$ cat src/hdl/flash_front_pkg.sv
package flash_front_pkg;

	// ****************************************************************
	// Opcodes and framing
	// ****************************************************************
	localparam logic [7:0] OPC_WAKE    = 8'hAB;
	localparam logic [7:0] OPC_SLEEP   = 8'hB9;
	localparam int         BYTE_BITS   = 8;

	// ****************************************************************
	// Timing
	// ****************************************************************
	localparam int CLK_PERIOD_NS       = 4;
	localparam int WAKE_DELAY_US       = 30;
	localparam int WAKE_DELAY_CYC      = (WAKE_DELAY_US * 1000) / CLK_PERIOD_NS;
	localparam int SLEEP_ENTRY_US      = 3;
	localparam int SLEEP_ENTRY_CYC     = (SLEEP_ENTRY_US * 1000) / CLK_PERIOD_NS;

	// ****************************************************************
	// Power modes
	// ****************************************************************
	typedef enum logic [2:0] {
		MODE_STANDBY = 3'b001,
		MODE_SLEEP   = 3'b010,
		MODE_WAKING  = 3'b100
	} power_mode_type;

	// ****************************************************************
	// Synchronised pin bundle
	// ****************************************************************
	typedef struct packed {
		logic cs_n;
		logic sck;
		logic si;
		logic pause_n;
		logic wp_n;
	} pins_type;

endpackage

$ cat src/hdl/flash_front.sv
// Overview of operation
// - Deep sleep ignores all but wake opcode
// - Whole bytes after wake opcode are discarded
// - Valid wake frame returns to standby
// - Short or misaligned wake frame ignored
// - Pause never stops timed array cycles
// - Pause only while chip select asserted
// - Pause begins in clock low phase
// - Paused while pause and select held
// - Paused: output floats, clock and data ignored
// - Write protect stays live during pause
// - Pause ends in clock low phase
// - Deselect while paused aborts, clears latch
// - Sleep opcode on byte boundary sleeps unless BUSY_IN high
// - Wake delay at most thirty microseconds
// - Power-up starts in standby
`timescale 1ns/1ns
`default_nettype none
module flash_front
	import flash_front_pkg::*;
#(
	parameter int WAKE_CYCLES  = WAKE_DELAY_CYC,
	parameter int SLEEP_CYCLES = SLEEP_ENTRY_CYC
) (
	// Clock and reset
	input  wire logic CLK,
	input  wire logic SYS_RST,
	// Serial pins
	input  wire logic CS_N,
	input  wire logic SCK,
	input  wire logic SI,
	input  wire logic PAUSE_N,
	input  wire logic WP_N,
	output logic      SO_O,
	output logic      SO_OE,
	// Array side
	input  wire logic BUSY_IN,
	input  wire logic WEL_SET,
	output logic      WRITE_ENABLE_LATCH,
	output logic      SLEEPING,
	output logic      READY,
	output logic      PAUSED,
	output logic      WP_ACTIVE,
	output logic      CMD_VALID,
	output logic [7:0] CMD_BYTE,
	output logic      ABORT
);

	// Refuse counts the delay counters cannot serve
	if (WAKE_CYCLES < 1 || WAKE_CYCLES > WAKE_DELAY_CYC) begin : g_bad_wake
		$error("WAKE_CYCLES out of range");
	end
	if (SLEEP_CYCLES < 1) begin : g_bad_sleep
		$error("SLEEP_CYCLES out of range");
	end

	// ****************************************************************
	// Pin synchroniser
	// ****************************************************************
	localparam pins_type PIN_IDLE = '{cs_n: 1'b1, sck: 1'b0, si: 1'b0,
		pause_n: 1'b1, wp_n: 1'b1};

	pins_type raw;
	pins_type pin;

	assign raw = '{cs_n: CS_N, sck: SCK, si: SI, pause_n: PAUSE_N,
		wp_n: WP_N};

	pin_sync #(
		.RESET_VAL (PIN_IDLE)
	) u_sync (
		.clk      (CLK),
		.rst      (SYS_RST),
		.pins_in  (raw),
		.pins_out (pin)
	);

	// ****************************************************************
	// Shift and pause state
	// ****************************************************************
	localparam int CW = $clog2(WAKE_CYCLES + SLEEP_CYCLES + 1);

	logic           sck_d_r,   sck_d_nxt;
	logic           cs_d_r,    cs_d_nxt;
	logic           pause_r,   pause_nxt;
	logic [7:0]     shift_r,   shift_nxt;
	logic [2:0]     bitc_r,    bitc_nxt;
	logic           first_r,   first_nxt;
	logic           gotb_r,    gotb_nxt;
	logic [7:0]     opc_r,     opc_nxt;
	power_mode_type mode_r,    mode_nxt;
	logic [CW-1:0]  cnt_r,     cnt_nxt;
	logic           sleep_p_r, sleep_p_nxt;
	logic           wel_r,     wel_nxt;
	logic           valid_nxt, abort_nxt;
	logic [7:0]     byte_nxt;
	logic           rise, fall, cs_on, cs_rel, aligned;
	logic [7:0]     done_byte;

	always_comb begin
		rise      = pin.sck & ~sck_d_r;
		fall      = ~pin.sck & sck_d_r;
		cs_on     = ~pin.cs_n;
		cs_rel    = pin.cs_n & ~cs_d_r;
		done_byte = {shift_r[6:0], pin.si};
		aligned   = (bitc_r == 3'h0);
		sck_d_nxt = pin.sck;
		cs_d_nxt  = pin.cs_n;
		pause_nxt = pause_r;
		shift_nxt = shift_r;
		bitc_nxt  = bitc_r;
		first_nxt = first_r;
		gotb_nxt  = gotb_r;
		opc_nxt   = opc_r;
		mode_nxt  = mode_r;
		cnt_nxt   = cnt_r;
		sleep_p_nxt = sleep_p_r;
		wel_nxt   = wel_r | (WEL_SET & mode_r == MODE_STANDBY);
		valid_nxt = 1'b0;
		abort_nxt = 1'b0;
		byte_nxt  = CMD_BYTE;
		// Pause follows the pin only in clock low phase with select held; deselect clears it
		if (!cs_on)
			pause_nxt = 1'b0;
		else if (!pin.sck)
			pause_nxt = ~pin.pause_n;
		// Frame shift, frozen while paused
		if (cs_on && rise && !pause_r) begin
			shift_nxt = done_byte;
			bitc_nxt  = bitc_r + 3'h1;
			if (bitc_r == 3'(BYTE_BITS - 1)) begin
				first_nxt = 1'b0;
				if (first_r) begin
					gotb_nxt = 1'b1;
					opc_nxt  = done_byte;
				end
				if (mode_r == MODE_STANDBY) begin
					valid_nxt = 1'b1;
					byte_nxt  = done_byte;
				end
			end
		end
		// End of frame
		if (cs_rel) begin
			if (pause_r) begin
				abort_nxt = 1'b1;
				wel_nxt   = 1'b0;
			end else if (gotb_r && aligned) begin
				if (mode_r == MODE_SLEEP && opc_r == OPC_WAKE) begin
					mode_nxt = MODE_WAKING;
					cnt_nxt  = CW'(WAKE_CYCLES);
				end else if (mode_r == MODE_STANDBY &&
					opc_r == OPC_SLEEP && !BUSY_IN) begin
					sleep_p_nxt = 1'b1;
					cnt_nxt     = CW'(SLEEP_CYCLES);
				end
			end else if (gotb_r && mode_r == MODE_STANDBY) begin
				abort_nxt = 1'b1;
				wel_nxt   = 1'b0;
			end
			bitc_nxt  = 3'h0;
			first_nxt = 1'b1;
			gotb_nxt  = 1'b0;
		end else if (!cs_on) begin
			bitc_nxt  = 3'h0;
			first_nxt = 1'b1;
			gotb_nxt  = 1'b0;
		end
		// Delay counters
		unique case (mode_r)
			MODE_WAKING: begin
				if (cnt_r <= CW'(1)) begin
					mode_nxt = MODE_STANDBY;
					cnt_nxt  = '0;
				end else
					cnt_nxt = cnt_r - CW'(1);
			end
			MODE_STANDBY: begin
				if (sleep_p_r) begin
					if (cnt_r <= CW'(1)) begin
						mode_nxt    = MODE_SLEEP;
						sleep_p_nxt = 1'b0;
						cnt_nxt     = '0;
					end else
						cnt_nxt = cnt_r - CW'(1);
				end
			end
			MODE_SLEEP: begin
			end
		endcase
	end

	always_ff @(posedge CLK) begin
		if (SYS_RST) begin
			sck_d_r   <= 1'b0;
			cs_d_r    <= 1'b1;
			pause_r   <= 1'b0;
			shift_r   <= 8'h00;
			bitc_r    <= 3'h0;
			first_r   <= 1'b1;
			gotb_r    <= 1'b0;
			opc_r     <= 8'h00;
			mode_r    <= MODE_STANDBY;
			cnt_r     <= '0;
			sleep_p_r <= 1'b0;
			wel_r     <= 1'b0;
		end else begin
			sck_d_r   <= sck_d_nxt;
			cs_d_r    <= cs_d_nxt;
			pause_r   <= pause_nxt;
			shift_r   <= shift_nxt;
			bitc_r    <= bitc_nxt;
			first_r   <= first_nxt;
			gotb_r    <= gotb_nxt;
			opc_r     <= opc_nxt;
			mode_r    <= mode_nxt;
			cnt_r     <= cnt_nxt;
			sleep_p_r <= sleep_p_nxt;
			wel_r     <= wel_nxt;
		end
	end

	// ****************************************************************
	// Output registers
	// ****************************************************************
	always_ff @(posedge CLK) begin
		if (SYS_RST) begin
			SO_O               <= 1'b0;
			SO_OE              <= 1'b0;
			WRITE_ENABLE_LATCH <= 1'b0;
			SLEEPING           <= 1'b0;
			READY              <= 1'b1;
			PAUSED             <= 1'b0;
			WP_ACTIVE          <= 1'b0;
			CMD_VALID          <= 1'b0;
			CMD_BYTE           <= 8'h00;
			ABORT              <= 1'b0;
		end else begin
			SO_O               <= 1'b0;
			SO_OE              <= 1'b0;
			WRITE_ENABLE_LATCH <= wel_nxt;
			SLEEPING           <= (mode_nxt != MODE_STANDBY);
			READY              <= (mode_nxt == MODE_STANDBY);
			PAUSED             <= pause_nxt;
			WP_ACTIVE          <= ~pin.wp_n;
			CMD_VALID          <= valid_nxt;
			CMD_BYTE           <= byte_nxt;
			ABORT              <= abort_nxt;
		end
	end
	// BUSY_IN is never gated by pause, so timed cycles run on

	// ****************************************************************
	// Wake age counter for checks
	// ****************************************************************
	localparam int AW = $clog2(WAKE_CYCLES + 1);

	logic [AW-1:0]  wake_age_r, wake_age_nxt;

	always_comb begin
		wake_age_nxt = '0;
		if (mode_r == MODE_WAKING && wake_age_r != '1)
			wake_age_nxt = wake_age_r + AW'(1);
		else if (mode_r == MODE_WAKING)
			wake_age_nxt = wake_age_r;
	end

	always_ff @(posedge CLK) begin
		if (SYS_RST)
			wake_age_r <= '0;
		else
			wake_age_r <= wake_age_nxt;
	end

	// ****************************************************************
	// Checks
	// ****************************************************************
	a_sleep_ignores: assert property (@(posedge CLK) disable iff (SYS_RST)
		mode_r != MODE_STANDBY |=> !CMD_VALID)
		else $error("command accepted while not in standby");
	a_pause_needs_cs: assert property (@(posedge CLK) disable iff (SYS_RST)
		pin.cs_n |=> !pause_r)
		else $error("pause held without chip select");
	a_pause_high_hold: assert property (@(posedge CLK) disable iff (SYS_RST)
		pin.sck && !pin.cs_n |=> pause_r == $past(pause_r))
		else $error("pause changed in clock high phase");
	a_pause_frozen: assert property (@(posedge CLK) disable iff (SYS_RST)
		pause_r && !pin.cs_n |=> bitc_r == $past(bitc_r))
		else $error("shift advanced while paused");
	a_wake_bound: assert property (@(posedge CLK) disable iff (SYS_RST)
		mode_r == MODE_WAKING |-> wake_age_r < AW'(WAKE_CYCLES))
		else $error("wake delay exceeded");
	a_bad_wake: assert property (@(posedge CLK) disable iff (SYS_RST)
		cs_rel && mode_r == MODE_SLEEP && !aligned |=> mode_r == MODE_SLEEP)
		else $error("misaligned wake left sleep");
	a_abort_wel: assert property (@(posedge CLK) disable iff (SYS_RST)
		cs_rel && pause_r |=> !wel_r ##0 ABORT)
		else $error("deselect while paused did not clear latch");
	a_so_float: assert property (@(posedge CLK) disable iff (SYS_RST)
		PAUSED |-> !SO_OE)
		else $error("output driven while paused");

endmodule
`default_nettype wire

$ cat src/hdl/pin_sync.sv
`timescale 1ns/1ns
`default_nettype none
module pin_sync
	import flash_front_pkg::*;
#(
	parameter pins_type RESET_VAL = '0
) (
	// Clock and reset
	input  wire logic     clk,
	input  wire logic     rst,
	// Pins
	input  wire pins_type pins_in,
	output var  pins_type pins_out
);

	pins_type stage_r;
	pins_type stage_nxt;
	pins_type out_nxt;

	always_comb begin
		stage_nxt = pins_in;
		out_nxt   = stage_r;
	end

	always_ff @(posedge clk) begin
		if (rst) begin
			stage_r  <= RESET_VAL;
			pins_out <= RESET_VAL;
		end else begin
			stage_r  <= stage_nxt;
			pins_out <= out_nxt;
		end
	end

endmodule
`default_nettype wire

$ cat config.mk
export PLATFORM = sky130hd
export DESIGN_NAME = flash_front
export DESIGN_NICKNAME = d
export VERILOG_FILES = /design/src/hdl/flash_front_pkg.sv /design/src/hdl/flash_front.sv /design/src/hdl/pin_sync.sv
export SDC_FILE = /design/constraint.sdc
export NUM_CORES = 1
export LEC_CHECK = 0
export ABC_AREA = 1
export BUFFER_PORTS_ARGS = -buffer_cell sky130_fd_sc_hd__buf_2
export CAP_MARGIN = 0
export CORE_ASPECT_RATIO = 0.75
export CORE_MARGIN = 2
export CORE_UTILIZATION = 28
export CTS_CLUSTER_DIAMETER = 200
export DETAILED_ROUTE_END_ITERATION = 8
export GPL_ROUTABILITY_DRIVEN = 1
export PLACE_DENSITY_LB_ADDON = 0.2
export SYNTH_ARGS = -nofsm -noshare
export SYNTH_HDL_FRONTEND = slang
export SYNTH_HIERARCHICAL = 1
export SYNTH_SLANG_ARGS = --single-unit
$ cat constraint.sdc
create_clock -name CLK -period 4 [get_ports CLK]
set_input_delay 0.4 -clock CLK [delete_from_list [all_inputs] [get_ports CLK]]
set_output_delay 0.4 -clock CLK [all_outputs]
set_load 0.1 [all_outputs]
==> results.yml <==
synth:
  synth_top_area_frac: 0.4557
  synthDistinctLibCells: 30
  synth_warnings: 6
  yosys-top-cells-count: "nor2_1 (70), dfxtp_1 (65), nand2_1 (64), inv_1 (46)"
  synthesis.area_um2: 2855
  synthCells: 391
  yosysMostFrequentCell: "nor2_1"
  yosysTopAreaCell: "dfxtp_1"
  synth_edf_count: 0
  async_flop_share: 0
  ys_ff_latch: 65
  synthTopCellsByArea: "dfxtp_1 (46%), nor2_1 (9.2%), nand2_1 (8.4%)"
  ys.flop_type: "dfxtp_1"
  synth_area_per_cell_um2: 7.302
  ys_seq_area_frac: 0.4557
floorplanning:
  fp.dieW_um: 120.6
  die_h_um: 91.45
  io_pins: 26
  initial_core_util: 0.2921
  rows: 31
  fp.coreArea_um2: 9774
  die_area_um2: 11030
layout:
  fillers: 1069
  layoutNonFillerInstCount: 550
  final_util: 0.3454
  insertedDiodeCount: 0
  final_nets: 428
  syn2layout_area_growth_pct: 18.23
  drive_gt1_frac: 0.1459
clocking:
  post_cts_resized: 0
  cts_sinks: 65
  ctsLongestPathBuffers: 2
  cts_root_buf: "clkbuf_16"
  clk_pin_slew_worst_paths_ps: 50
  cts_tree: "built"
  htreeDepth: 3
  clock_latency_ps: 320
  numCtsBuffers: 9
  cts_setup_buffers: 0
  ctsHoldBuffers: 0
power_and_ir_drop:
  p_per_area_nw_per_um2: 452.3
  pwr-share-seq: 0.432
  p_comb_frac: 0.029
  switching_power_mw: 0.3046
  finalPower_mw: 1.527
  p_clk_frac: 0.540
  power_leakage_nw: 1.603
  p_sw_frac: 0.1995
  p_int_mw: 1.222
  irDropWorstVdd_v: 0.0002481
sta:
  fin_skew_ps: 5.477
  finalSetupTns_ps: 0
  rsz0062_at_grt: "no"
  period_share: 0.4545
  setup_viol: 0
  min_period_ps: 1818
  maxSlewViolCount: 0
  fmax_mhz: 550.1
  tightestPinTransition_ps: 734.0
  slew_headroom: 0.5101
  timing_hold_violations_final: 0
placed_design:
  gp_congestion: 0.7593
  portBuffers: 23
  dp_cells: 535
  place_hpwl_um: 4562
detailed_routing:
  first_pass_iters: 4
  avgViaCountPerCell: 4.455
  wl_per_cell_um: 12.06
  ant_nets: 0
  drtIter0Drc: 89
  drc: 0
  num_vias: 2450
  totalWireLength_um: 6634
critical_path:
  critical_path_arrival_ps: 2030
  worstSetupEndpointType: "flip-flop"
  crit_fanout: 11
  crit_chain: "nor2_2 > nand2_1 > nor2_2 > nand2_1 > nor2_4 > inv_2 > nor2_1 > nor2_1"
  slowest_delay_ps: 370
  crit_required_ps: 4210
  startpoint_type: "flip-flop"
  critPathSlowestCell: "nor2_2"
  path_class: "flip-flop to flip-flop"
grt:
  grt_pass1_wl_um: 11330
  grt-ovfl-total: 0
  grt_max_degree: 29
  track_usage: 0.1296
  first_global_vias: 2269
  grt_antenna_before_repair: 0
flow_run:
  max-cap-violations: 0
run_status:
  outcome: "complete, no violations"
min_path:
  hp-class: "input pin to flip-flop"
-- per-layer routing --
| layer | up-vias | part of all wire | GRT usage |
|---|---|---|---|
| met2 | 57 | 0.41 | 0.1813 |
| li1 | 1272 | - | - |
| met4 | 0 | 0.011 | 0.05039 |
| met3 | 6 | 0.042 | 0.03329 |
| met5 | - | 0 | 0 |
| met1 | 1115 | 0.54 | 0.1878 |
-- kinds of logic (layout without fill, tap and decap cells) --
family | count (synthesis) | in the layout | share of synthesized area
XOR/XNOR | 6 | 6 | 0.01840
AND/OR/NAND/NOR | 189 | 189 | 0.2949
AO/OA/AOI/OAI | 60 | 60 | 0.1117
adder cells (fa/ha/maj) | 5 | 5 | 0.02191
buffers and inverters | 65 | 91 | 0.09597
flip-flops | 65 | 65 | 0.4557
other | 1 | 2 | 0.001313
-- worst max-delay path: cells and delay by family (launching register included) --
family	cells	cell delay [ps]
simple gates	7	1230
flops	1	350
buf+inv	1	120
-- layout make-up --
type / count / area [um^2] / area share
Sequential cell: 65 / 1301 / 0.3855
Multi-Input combinational cell: 262 / 1284 / 0.3803
Clock buffer: 12 / 246.5 / 0.07302
Inverter: 53 / 198.9 / 0.05893
Tap cell: 132 / 165.2 / 0.04892
Timing Repair Buffer: 23 / 115.1 / 0.03410
Clock inverter: 3 / 65.06 / 0.01927
-- flip-flops by register name, indices dropped and copies added, names as in the netlist --
| register | count |
|---|---|
| CMD_BYTE | 8 |
| WRITE_ENABLE_LATCH | 1 |
| shift_r | 7 |
| WP_ACTIVE | 1 |
| ABORT | 1 |
| CMD_VALID | 1 |
| u_sync/pins_out | 5 |
| cs_d_r | 1 |
| first_r | 1 |
| sleep_p_r | 1 |
| READY | 1 |
| u_sync/out_nxt | 5 |
| sck_d_r | 1 |
| bitc_r | 3 |
| SLEEPING | 1 |
| mode_r | 3 |
| opc_r | 8 |
| cnt_r | 14 |
| gotb_r | 1 |
| PAUSED | 1 |
-- power groups by stage --
stage / sequential (mW) / clock, mW / combinational (mW)
5_1_grt: 0.659 / 0.878 / 0.0484
3_5_place_dp: 0.673 / 0 / 0.0446
2_1_floorplan: 0.679 / 0 / 0.0267
3_3_place_gp: 0.673 / 0 / 0.0436
6_report: 0.659 / 0.824 / 0.0439
4_1_cts: 0.659 / 0.843 / 0.0447
-- stage by stage --
step	area (um^2)	setup WS, ps	hold WS, ps
after global routing	3376	1920	261.8
final	3376	2182	260.9
after CTS	3376	2151	249.1
after floorplan	2859	2153	362.7
after detailed placement	3064	2109	375.3
after global placement	3064	2172	380.0
-- path summary, 6_finish.rpt --
kind | startpoint | to | slack [ps] | cells past startpoint
max | PAUSED$_SDFFE_PP0N_ | CMD_BYTE[6]$_SDFFE_PP0P_ | 2180 | 8
min reg2reg | u_sync/pins_out[0]$_SDFF_PP1_ | WP_ACTIVE$_SDFF_PP0_ | 390 | 1
min | PAUSE_N | u_sync/out_nxt[1]$_SDFF_PP1_ | 260 | 3
max reg2reg | PAUSED$_SDFFE_PP0N_ | CMD_BYTE[6]$_SDFFE_PP0P_ | 2180 | 8
-- cell usage in the layout (no fill, tap or decap), types with 3 or more instances in the layout --
master and instances:
nor2_1 70, dfxtp_1 65, nand2_1 64, inv_1 46
nand3_1 30, o21ai_0 30, a21oi_1 25, buf_2 23
nor2_2 9, clkbuf_16 9, inv_2 7, nand4_1 6
xor2_1 5, ha_1 5, nand3_2 3
(Power assumes the default switching activity.)
